**src/mcs_pkg.sv**
```systemverilog
// Constants shared by the management station and its serial frame engine
// How it works
// - Opcode zero sends an address frame
// - Go bit starts frame, clears when done
// - Opcode three reads previously addressed register
// - Read data returns in command data field
// - Polling yields to commands and pin mode
// - Pin-toggle mode locks out command register
// - Internal blocks sit at 16-register strides
// - Mode bit one picks long or short poll frames; commands stay long
// - Clock is core over two times divider+1
// - Start, opcode and turnaround codes per frame
package mcs_pkg;
  // Register offsets
  localparam logic [19:0] MCS_OFF_MODE    = 20'h000B4;
  localparam logic [19:0] MCS_OFF_COMMAND = 20'h000AC;
  localparam logic [19:0] MCS_OFF_MMDSEL  = 20'h1033C;
  localparam logic [19:0] MCS_OFF_POLL    = 20'h000B8;
  // Mode register fields
  localparam int          MCS_MODE_C45_BIT   = 31;
  localparam int          MCS_MODE_DIV_LSB   = 16;
  localparam int          MCS_MODE_MDC_BIT   = 11;
  localparam int          MCS_MODE_OE_BIT    = 10;
  localparam int          MCS_MODE_IO_BIT    = 9;
  localparam int          MCS_MODE_BANG_BIT  = 8;
  localparam int          MCS_MODE_POLL_BIT  = 4;
  localparam logic [5:0]  MCS_DIV_RST        = 6'h13;
  // Command register fields
  localparam int          MCS_CMD_GO_BIT     = 29;
  localparam int          MCS_CMD_OP_LSB     = 26;
  localparam int          MCS_CMD_PORT_LSB   = 21;
  localparam int          MCS_CMD_MMD_LSB    = 16;
  // Frame codes
  localparam logic [1:0]  MCS_ST_C45         = 2'h0;
  localparam logic [1:0]  MCS_ST_C22         = 2'h1;
  localparam logic [1:0]  MCS_OP_ADDR        = 2'h0;
  localparam logic [1:0]  MCS_OP_WRITE       = 2'h1;
  localparam logic [1:0]  MCS_OP_RDINC       = 2'h2;
  localparam logic [1:0]  MCS_OP_READ        = 2'h3;
  localparam logic [1:0]  MCS_OP_C22_READ    = 2'h2;
  localparam logic [1:0]  MCS_TA_DRIVE       = 2'h2;
  // Frame timing in management clock bits
  localparam logic [5:0]  MCS_PRE_BITS       = 6'd32;
  localparam logic [4:0]  MCS_HDR_BITS       = 5'd14;
  localparam logic [4:0]  MCS_TA_BITS        = 5'd2;
  localparam logic [4:0]  MCS_DATA_BITS      = 5'd16;
  // Internal PHY mapping facts
  localparam logic [4:0]  MCS_INT_MMD        = 5'h03;
  localparam logic [15:0] MCS_INT_EXT_VAL    = 16'h3801;
  localparam logic [15:0] MCS_INT_EXT_ADDR   = 16'hFFD0;
  localparam logic [15:0] MCS_BLK_STRIDE     = 16'h0010;
  localparam logic [15:0] MCS_BLK_AN_CTRL    = 16'h0000;
  localparam logic [15:0] MCS_BLK_AN_ADV     = 16'h0010;
  localparam logic [15:0] MCS_BLK_VENDOR     = 16'h8000;
  // Poll gap in core cycles
  localparam logic [15:0] MCS_POLL_GAP       = 16'h0FFF;
  localparam logic [4:0]  MCS_POLL_REG       = 5'h01;
  localparam int          MCS_LINK_BIT       = 2;
  typedef enum logic [1:0] {MCS_SRC_NONE, MCS_SRC_CMD, MCS_SRC_POLL} mcs_src_t;
endpackage

```
**src/mcs_frame_engine.sv**
```systemverilog
// Serial frame engine: shifts one management frame on MDC/MDIO
`timescale 1ns/1ps
`default_nettype none
module mcs_frame_engine
(
  input  wire logic        sys_clk,
  input  wire logic        resetn,
  input  wire logic        start,
  input  wire logic        clause45,
  input  wire logic        short_pre,
  input  wire logic [1:0]  opcode,
  input  wire logic [4:0]  port,
  input  wire logic [4:0]  mmd,
  input  wire logic [15:0] wdata,
  input  wire logic [5:0]  divider,
  input  wire logic        mdio_in,
  output logic             mdc,
  output logic             mdio_out,
  output logic             mdio_oe,
  output logic             done,
  output logic [15:0]      rdata
);
  import mcs_pkg::*;

  logic [5:0]  div_r, div_nxt;
  logic        mdc_r, mdc_nxt;
  logic        busy_r, busy_nxt;
  logic [6:0]  bit_r, bit_nxt;
  logic [6:0]  total_r, total_nxt;
  logic [63:0] sh_r, sh_nxt;
  logic [63:0] drv_r, drv_nxt;
  logic [15:0] rd_r, rd_nxt;
  logic        done_r, done_nxt;
  logic        rise, fall;

  // Edges of the divided clock; half period is divider+1 core cycles
  assign fall = busy_r && mdc_r && (div_r == divider);
  assign rise = busy_r && !mdc_r && (div_r == divider);

  // Frame build, shift on falling edge, sample on rising edge
  always_comb
  begin
    div_nxt   = div_r;
    mdc_nxt   = mdc_r;
    busy_nxt  = busy_r;
    bit_nxt   = bit_r;
    total_nxt = total_r;
    sh_nxt    = sh_r;
    drv_nxt   = drv_r;
    rd_nxt    = rd_r;
    done_nxt  = 1'b0;
    if (!busy_r && start)
    begin
      busy_nxt = 1'b1;
      div_nxt  = 6'h00;
      mdc_nxt  = 1'b0;
      bit_nxt  = 7'd0;
      // Preamble, start, opcode, port, mmd, turnaround, data
      sh_nxt = {32'hFFFF_FFFF, clause45 ? MCS_ST_C45 : MCS_ST_C22,
                opcode, port, mmd, MCS_TA_DRIVE, wdata};
      // Read frames release the line after the mmd field
      drv_nxt = opcode[1] ? {46'h3FFF_FFFF_FFFF, 18'h00000}
                          : 64'hFFFF_FFFF_FFFF_FFFF;
      if (short_pre)
      begin
        sh_nxt  = {sh_nxt[31:0], 32'h0000_0000};
        drv_nxt = {drv_nxt[31:0], 32'h0000_0000};
        total_nxt = 7'd32;
      end
      else
        total_nxt = 7'd64;
    end
    else if (busy_r)
    begin
      div_nxt = (div_r == divider) ? 6'h00 : div_r + 6'h01;
      if (div_r == divider)
        mdc_nxt = !mdc_r;
      if (rise && bit_r >= total_r - 7'd16)
        rd_nxt = {rd_r[14:0], mdio_in};
      if (fall)
      begin
        sh_nxt  = {sh_r[62:0], 1'b0};
        drv_nxt = {drv_r[62:0], 1'b0};
        bit_nxt = bit_r + 7'd1;
        if (bit_r + 7'd1 == total_r)
        begin
          busy_nxt = 1'b0;
          done_nxt = 1'b1;
        end
      end
    end
  end

  always_ff @(posedge sys_clk or negedge resetn)
  begin
    if (!resetn)
    begin
      div_r   <= 6'h00;
      mdc_r   <= 1'b0;
      busy_r  <= 1'b0;
      bit_r   <= 7'h00;
      total_r <= 7'h40;
      sh_r    <= 64'h0;
      drv_r   <= 64'h0;
      rd_r    <= 16'h0000;
      done_r  <= 1'b0;
    end
    else
    begin
      div_r   <= div_nxt;
      mdc_r   <= mdc_nxt;
      busy_r  <= busy_nxt;
      bit_r   <= bit_nxt;
      total_r <= total_nxt;
      sh_r    <= sh_nxt;
      drv_r   <= drv_nxt;
      rd_r    <= rd_nxt;
      done_r  <= done_nxt;
    end
  end

  assign mdc      = mdc_r;
  assign mdio_out = sh_r[63];
  assign mdio_oe  = busy_r && drv_r[63];
  assign done     = done_r;
  assign rdata    = rd_r;
endmodule
`default_nettype wire

```
**src/mcs_station.sv**
```systemverilog
// Management station top: register port, poll, pin mode, frame engine
`timescale 1ns/1ps
`default_nettype none
module mcs_station
(
  input  wire logic                 sys_clk,
  input  wire logic                 resetn,
  input  wire logic [19:0]          reg_addr,
  input  wire logic [31:0]          reg_wdata,
  input  wire logic                 reg_wr,
  input  wire logic                 reg_rd,
  output logic      [31:0]          reg_rdata,
  input  wire logic                 mdio_i,
  output logic                      mdc_o,
  output logic                      mdio_o,
  output logic                      mdio_oe,
  output logic                      link_up,
  output logic      [4:0]           internal_mmd_sel
);
  import mcs_pkg::*;

  logic [31:0] mode_r, mode_nxt;
  logic [31:0] cmd_r, cmd_nxt;
  logic [31:0] sel_r, sel_nxt;
  logic [31:0] rdata_r, rdata_nxt;
  logic        link_r, link_nxt;
  logic [15:0] gap_r, gap_nxt;
  mcs_src_t    src_r, src_nxt;
  logic        start_r, start_nxt;
  logic        mdc_r, mdo_r, oe_r;
  logic        sync1_r, sync2_r;
  logic        eng_mdc, eng_out, eng_oe, eng_done;
  logic [15:0] eng_rdata;
  logic        bang, c45, poll_en;
  logic [1:0]  eng_op;
  logic [4:0]  eng_mmd;

  assign bang    = mode_r[MCS_MODE_BANG_BIT];
  assign c45     = mode_r[MCS_MODE_C45_BIT];
  assign poll_en = mode_r[MCS_MODE_POLL_BIT];
  // Poll frames reuse the command port field and read the status register
  assign eng_op  = (src_r == MCS_SRC_POLL) ? MCS_OP_C22_READ
                                           : cmd_r[27:26];
  assign eng_mmd = (src_r == MCS_SRC_POLL) ? MCS_POLL_REG
                                           : cmd_r[20:16];

  // Two-stage synchroniser on the MDIO pin
  always_ff @(posedge sys_clk or negedge resetn)
  begin
    if (!resetn)
    begin
      sync1_r <= 1'b1;
      sync2_r <= 1'b1;
    end
    else
    begin
      sync1_r <= mdio_i;
      sync2_r <= sync1_r;
    end
  end

  mcs_frame_engine u_eng
  (
    .sys_clk   (sys_clk),
    .resetn    (resetn),
    .start     (start_r),
    .clause45  (src_r == MCS_SRC_POLL ? 1'b0 : c45),
    .short_pre (src_r == MCS_SRC_POLL ? mode_r[1] : 1'b0),
    .opcode    (eng_op),
    .port      (cmd_r[25:21]),
    .mmd       (eng_mmd),
    .wdata     (cmd_r[15:0]),
    .divider   (mode_r[21:16]),
    .mdio_in   (sync2_r),
    .mdc       (eng_mdc),
    .mdio_out  (eng_out),
    .mdio_oe   (eng_oe),
    .done      (eng_done),
    .rdata     (eng_rdata)
  );

  // Register writes, command launch, poll arbitration and read mux
  always_comb
  begin
    mode_nxt  = mode_r;
    cmd_nxt   = cmd_r;
    sel_nxt   = sel_r;
    link_nxt  = link_r;
    gap_nxt   = gap_r;
    src_nxt   = src_r;
    start_nxt = 1'b0;
    rdata_nxt = 32'h0000_0000;
    if (reg_wr)
    begin
      case (reg_addr)
        MCS_OFF_MODE:
        begin
          mode_nxt = reg_wdata & 32'h803F_0F12;
          // A zero divider is invalid; keep the old one
          if (reg_wdata[21:16] == 6'h00)
            mode_nxt[21:16] = mode_r[21:16];
        end
        MCS_OFF_COMMAND:
          if (!bang && src_r == MCS_SRC_NONE)
            cmd_nxt = reg_wdata & 32'h3FFF_FFFF;
        MCS_OFF_MMDSEL: sel_nxt = {27'h0, reg_wdata[4:0]};
        default: ;
      endcase
    end
    if (reg_rd)
    begin
      case (reg_addr)
        MCS_OFF_MODE:
          rdata_nxt = {mode_r[31:10], sync2_r, mode_r[8:0]};
        MCS_OFF_COMMAND: rdata_nxt = bang ? 32'h0 : cmd_r;
        MCS_OFF_MMDSEL:  rdata_nxt = sel_r;
        MCS_OFF_POLL:    rdata_nxt = {31'h0, link_r};
        default:         rdata_nxt = 32'h0000_0000;
      endcase
    end
    // Arbiter: command first, polling only while nothing else runs
    case (src_r)
      MCS_SRC_NONE:
      begin
        if (cmd_r[MCS_CMD_GO_BIT] && !bang)
        begin
          src_nxt   = MCS_SRC_CMD;
          start_nxt = 1'b1;
        end
        else if (poll_en && !bang)
        begin
          gap_nxt = gap_r + 16'h0001;
          if (gap_r == MCS_POLL_GAP)
          begin
            gap_nxt   = 16'h0000;
            src_nxt   = MCS_SRC_POLL;
            start_nxt = 1'b1;
          end
        end
        else
          gap_nxt = 16'h0000;
      end
      MCS_SRC_CMD:
        if (eng_done)
        begin
          src_nxt = MCS_SRC_NONE;
          cmd_nxt[MCS_CMD_GO_BIT] = 1'b0;
          if (cmd_r[27])
            cmd_nxt[15:0] = eng_rdata;
        end
      MCS_SRC_POLL:
        if (eng_done)
        begin
          src_nxt  = MCS_SRC_NONE;
          link_nxt = eng_rdata[MCS_LINK_BIT];
        end
      default: src_nxt = MCS_SRC_NONE;
    endcase
  end

  always_ff @(posedge sys_clk or negedge resetn)
  begin
    if (!resetn)
    begin
      mode_r  <= {10'h0, MCS_DIV_RST, 16'h0000};
      cmd_r   <= 32'h0000_0000;
      sel_r   <= 32'h0000_0000;
      rdata_r <= 32'h0000_0000;
      link_r  <= 1'b0;
      gap_r   <= 16'h0000;
      src_r   <= MCS_SRC_NONE;
      start_r <= 1'b0;
    end
    else
    begin
      mode_r  <= mode_nxt;
      cmd_r   <= cmd_nxt;
      sel_r   <= sel_nxt;
      rdata_r <= rdata_nxt;
      link_r  <= link_nxt;
      gap_r   <= gap_nxt;
      src_r   <= src_nxt;
      start_r <= start_nxt;
    end
  end

  // Pin drivers registered; pin mode overrides the engine
  always_ff @(posedge sys_clk or negedge resetn)
  begin
    if (!resetn)
    begin
      mdc_r <= 1'b0;
      mdo_r <= 1'b1;
      oe_r  <= 1'b0;
    end
    else if (bang)
    begin
      mdc_r <= mode_r[MCS_MODE_MDC_BIT];
      mdo_r <= mode_r[MCS_MODE_IO_BIT];
      oe_r  <= mode_r[MCS_MODE_OE_BIT];
    end
    else
    begin
      mdc_r <= eng_mdc;
      mdo_r <= eng_out;
      oe_r  <= eng_oe;
    end
  end

  assign reg_rdata        = rdata_r;
  assign mdc_o            = mdc_r;
  assign mdio_o           = mdo_r;
  assign mdio_oe          = oe_r;
  assign link_up          = link_r;
  assign internal_mmd_sel = sel_r[4:0];
endmodule
`default_nettype wire

```
**config.mk**
```make
export PLATFORM = sky130hd
export DESIGN_NAME = mcs_station
export DESIGN_NICKNAME = d
export VERILOG_FILES = /design/src/mcs_pkg.sv /design/src/mcs_frame_engine.sv /design/src/mcs_station.sv
export SDC_FILE = /design/constraint.sdc
export NUM_CORES = 1
export LEC_CHECK = 0
export BUFFER_PORTS_ARGS = -buffer_cell sky130_fd_sc_hd__buf_4
export CORE_UTILIZATION = 31
export DETAILED_ROUTE_END_ITERATION = 12
export PLACE_DENSITY = 0.47
export SYNTH_ARGS = -nofsm -noshare
export SYNTH_HDL_FRONTEND = slang
export SYNTH_SLANG_ARGS = --single-unit
export TNS_END_PERCENT = 1
```
**constraint.sdc**
```tcl
create_clock -name sys_clk -period 5.3 [get_ports sys_clk]
set_input_delay 1.06 -clock sys_clk [delete_from_list [all_inputs] [get_ports sys_clk]]
set_output_delay 1.06 -clock sys_clk [all_outputs]
set_load 0.02 [all_outputs]
```
* Yosys cells after proc, flatten, opt, wreduce, memory -nomap -nowiden *
Cells that the tools add are included.

word-level totals
  bits in latches = 0
  register bits after elaboration = 272
  memory bits (read-only) = 0
  word-level logic and storage cells = 130
  memories = 0
  memory bits (writable) = 0

operators by class
  order comparisons = 1
  equal/unequal tests = 12
  multipliers = 0
  reduce and logical (&&, ||, !) cells = 29
  divide/modulo/power cells = 0
  shifts and indexed selects = 0
  add/sub/neg operators = 4
  bitwise operators = 3
  multiplexer cells = 57

operators by type and width
  operator                 count
  $mux W64                 8
  $pmux W32 S4             1
  $mux W30                 4
  $mux W16                 5
  $eq A20 B8 Y1 const B    3
  $mux W32                 1
  $mux W7                  4
  $mux W1                  23
  $eq A20 B17 Y1 const B   1
  $mux W18                 1
  $mux W6                  3
  $add A16 B1 Y16 const B  1
  $eq A16 B12 Y1 const B   1
  $reduce_and A2 Y1        6
  $reduce_and A3 Y1        4
  $logic_and A1 B1 Y1      10
  $mux W2                  5
  $add A7 B1 Y7 const B    1
  $eq A7 B7 Y1             1
  $ge A7 B7 Y1             1
  $sub A7 B5 Y7 const B    1
  $add A6 B1 Y6 const B    1
  $eq A6 B6 Y1             1
  $logic_not A6 Y1         1
  other kinds (11)         18

* Depth between registers and ports, before layout *
  word-level depth = 8
  mapped depth = 8
  mapped depth without buffers = 7

* Cells and area by module *
From an unflattened synthesis, not the netlist that was laid out.

second synthesis, totals
  cells, all modules = 1225
  area total of the unflattened synthesis = 11991.5 um^2

by module, submodules not included
  module            area each (um^2)  cells each  instances  seq. area each (um^2)
  mcs_frame_engine  7175.6            782         1          4055.1
  mcs_station       4815.9            443         1          2610.0

* Worst setup path before layout *
No wires, ideal clock.

  kind = input to register
  start point = input port reg_addr[9]
  end point = register cmd_r[18]
  arrival = 2664 ps
  setup time = 116 ps
  cell stages on the path = 7
  required time = 5184 ps
  setup slack = 2520 ps
  path through = nor4b_1 nand4_2 or4_1 buf_2 buf_4 nand2_1 nand2_1

on the way
  longest elaborated chain between the ends = 2

ends and longest elaborated chain
  what                         RTL line            text
  from (decl)                  mcs_station.sv:8    input wire logic [19:0] reg_addr,
  $eq A20 B8 Y1                mcs_station.sv:95   case (reg_addr)
  $reduce_and A3 Y1 (no line)  n/a
  to (signal assigned)         mcs_station.sv:177  cmd_r <= cmd_nxt;
  to (decl)                    mcs_station.sv:23   logic [31:0] cmd_r, cmd_nxt;

Every way passes these cells.
A chain may end at the register's enable or synchronous reset.

* Worst setup path after layout *
  start point = input port reg_addr[9]
  end point = register mode_r[10]

on the way
  longest elaborated chain between the ends = 2

ends and longest elaborated chain
  what                         RTL line            text
  $eq A20 B8 Y1                mcs_station.sv:95
  $reduce_and A2 Y1 (no line)  n/a
  to (signal assigned)         mcs_station.sv:165  mode_r <= {10'h0, MCS_DIV_RST, 16'h0000};
  to (signal assigned)         mcs_station.sv:176  mode_r <= mode_nxt;
  to (decl)                    mcs_station.sv:22   logic [31:0] mode_r, mode_nxt;

Every way passes these cells.

==> metrics.txt <==
Worst-Skew Late Latency 560 ps; CP Launch Type input port; grt total ovfl 0; clock tree buffer depth 3; initial antenna violation count 0; Syn Inst Count ~1,100; critical path type input port to register; Die Footprint 38,100 µm²; CTS buffer count 30; #FFs+latches synth 266; worst hold-check path type register to register; Arrival @ worst endpoint around 3500 ps; Worst Max-Slew Pin Slew 1150 ps; Post-route DRC 0; CTS root buffer clkbuf_16; Reg-to-Reg Start u_eng.busy_r$_DFF_PN0_; footprint of the multi-input gates between 4000 and 5000 µm²; required time of the critical path 5740 ps; H-tree Lvls 1; Cell Pwr Density around 320 nW/µm²; Post-synth EDFFs 0; Final Util 37.8%; skew final between 8 and 9 ps; fin crit share between 50 and 60%; antenna viol nets, final 0; Mapped Area 11,600 µm²; Final setup viols 0; crit-path max FO 17; VDD IR max 240 µV; post-CTS setup buffers 0; WHS between 300 and 400 ps; post-CTS sizing 0; library cells used by synthesis 60; CTS sink cnt 266; num ports just under 100; max-cap violations 0; setup TNS 0 ps; largest net degree at the start of global routing around 120; Cell Rows 70; final hold violation count 0; Critical Path, Cell by Cell buf_4, nor4b_1, nand4_2, nor3_4, nand2_1, mux2_2; Via density approximately 5; detailed-route via count between 8,000 and 9,000; Tot GR Track Use 15.7%; Starting Density a little under a third; Hold Path Origin sync1_r$_DFF_PN1_; Worst Setup End Kind register; Top delay family on crit path simple AND/OR/NAND/NOR gates; Leak roughly 0.0067 µW; Buffers on Ports 95; Initial DRT Pass Iterations 4; Post-synth ARST share 100%; fraction of layout cells with a size suffix above 1 18.2%; syn_nets approximately 1,200; fmax approximately 320 MHz; DRT Wirelength between 20,000 and 30,000 µm; Syn. warnings 0; RSZ-0062 raised after global routing false; minimum clock period 3100 ps; slowest cell on the critical path nor3_4; Final HPWL DP 18,300 µm; First DRT Iteration DRCs about 480; area growth from synthesis to layout 19.8%; syn_area_per_cell 10.3 µm²; DIE WIDTH between 150 and 200 µm; # fillers 3,626; CTS tree yes; slew margin rel. 23.5%; final net count between 1,000 and 1,500; DIE HEIGHT around 200 µm; RePlAce Congestion 0.759; CP max stage delay 780 ps; status complete, no violations; Core Footprint 36,700 µm²; first-pass GRT wire length 48,700 µm; Post-CTS Hold Buffers 0; Bufs and invs on worst path 1; WL/cell ~18 µm; main flop type after synthesis dfrtp_1; Reg clk slew, reported paths 60 ps; vias in the first global route roughly 8,600; sequential area share after synthesis 57.5%; Reg area 6670 µm²; Crit. Startpoint reg_addr[9]; max-slew violations 0
-- final timing paths --
| kind | endpoint | cells after the start | slack, ps |
|---|---|---|---|
| max | mode_r[10]$_DFFE_PN0P_ | 6 | 2200 |
| min | sync2_r$_DFF_PN1_ | 0 | 370 |
| max reg2reg | u_eng.sh_r[54]$_DFFE_PN0P_ | 5 | 2540 |
| min reg2reg | sync2_r$_DFF_PN1_ | 0 | 370 |
| max in group asynchronous | cmd_r[28]$_DFFE_PN0P_ | 2 | 3540 |
| min in group asynchronous | u_eng.drv_r[10]$_DFFE_PN0P_ | 1 | 530 |
-- layout make-up --
type | count | area share (%)
Clock inverter | 8 | 1.45
Multi-Input combinational cell | 774 | 33.1
Antenna cell | 1 | 0.0180
Sequential cell | 266 | 48.0
Tap cell | 468 | 4.22
Timing Repair Buffer | 111 | 6.15
Clock buffer | 48 | 6.83
Inverter | 7 | 0.189
-- synth_stat cells, drive strengths merged, types with 2 or more instances --
cell,instances,area [µm²]
o31ai,3,22.5
nor4,8,71.3
a2bb2oi,77,674
a221oi,3,26.3
o221a,2,22.5
nor2b,5,31.3
a32o,4,40.0
nand3,36,185
xor2,15,131
buf,23,134
nand4,9,62.6
mux2i,3,30.0
a22oi,12,90.1
mux2,35,432
nor2,87,327
xnor2,12,105
ha,10,125
nand2b,5,31.3
a31oi,27,169
o21ai,116,581
inv,7,26.3
nor4b,5,50.0
and3,21,131
dfstp,7,184
or4,6,45.0
dfrtp,259,6480
a211oi,2,15.0
a21oi,41,205
nor3,8,56.3
and2,2,12.5
nand2,203,762
or3,3,18.8
clkbuf,52,195
-- state kept, by name (all words and copies together) (netlist names), 2 cells and up --
signal         count
sel_r              5
u_eng.bit_r        7
u_eng.div_r        6
u_eng.rdata       16
u_eng.drv_r       64
u_eng.sh_r        64
src_r              2
gap_r             16
cmd_r             30
mode_r            13
u_eng.total_r      2
reg_rdata         31
-- power breakdown --
part	total [µW]	switching, µW	leakage (µW)	internal, µW
combinational	91.9	59.7	0.00251	32.2
sequential	2030	0.944	0.00361	2030
clock	2370	864	0.000565	1510
total	4500	925	0.00668	3580
-- stage by stage --
stage / worst slack [ps] / instances / power [µW] / cell area (µm²)
floorplan: 2520 / 1122 / 2080 / 11600
global placement: 1660 / 1626 / 2170 / 12700
detailed placement: 1660 / 1626 / 2170 / 12700
CTS: 2210 / 1682 / 4560 / 13900
global route: 2090 / 1682 / 4640 / 13900
finish: 2200 / 1683 / 4500 / 13900
-- layer usage --
layer	global-route usage (%)	vias to the layer above	wire length [µm]
met2	23.3	171	12700
met1	23.8	4345	15100
li1	-	4102	-
met3	2.54	34	1280
met5	0	-	0
met4	3.41	0	450
-- kinds of logic after synthesis --
family                   share of synthesized area [%]
multiplexers                                      3.99
AO/OA/AOI/OAI                                     16.4
adder cells (fa/ha/maj)                           1.08
other                                           0.0324
XOR/XNOR                                          2.04
AND/OR/NAND/NOR                                   15.8
buffers and inverters                             3.07
flip-flops                                        57.5
-- cells in the final DEF (no fill, tap or decap), types with 3 or more instances in the layout --
cell type  count
dfrtp_1      259
nor4_1         5
clkbuf_16     30
ha_1          10
or3_1          3
clkbuf_1       5
nand2b_1       4
inv_1          7
mux2_4        10
mux2_2        25
buf_4        109
nor2_1        86
xor2_1        15
o31ai_1        3
nand2_1      202
nor3_1         6
a21oi_1       39
a32o_1         4
nand3_1       35
mux2i_1        3
nand4_1        8
o21ai_0      115
or4_1          6
and3_1        21
nor4b_1        4
clkbuf_8      13
nor2b_1        4
bufinv_16      6
a221oi_1       3
a2bb2oi_1     77
dfstp_2        7
a31oi_1       27
a22oi_1       12
xnor2_1       12
No activity file was read; power rests on OpenSTA's default activity.
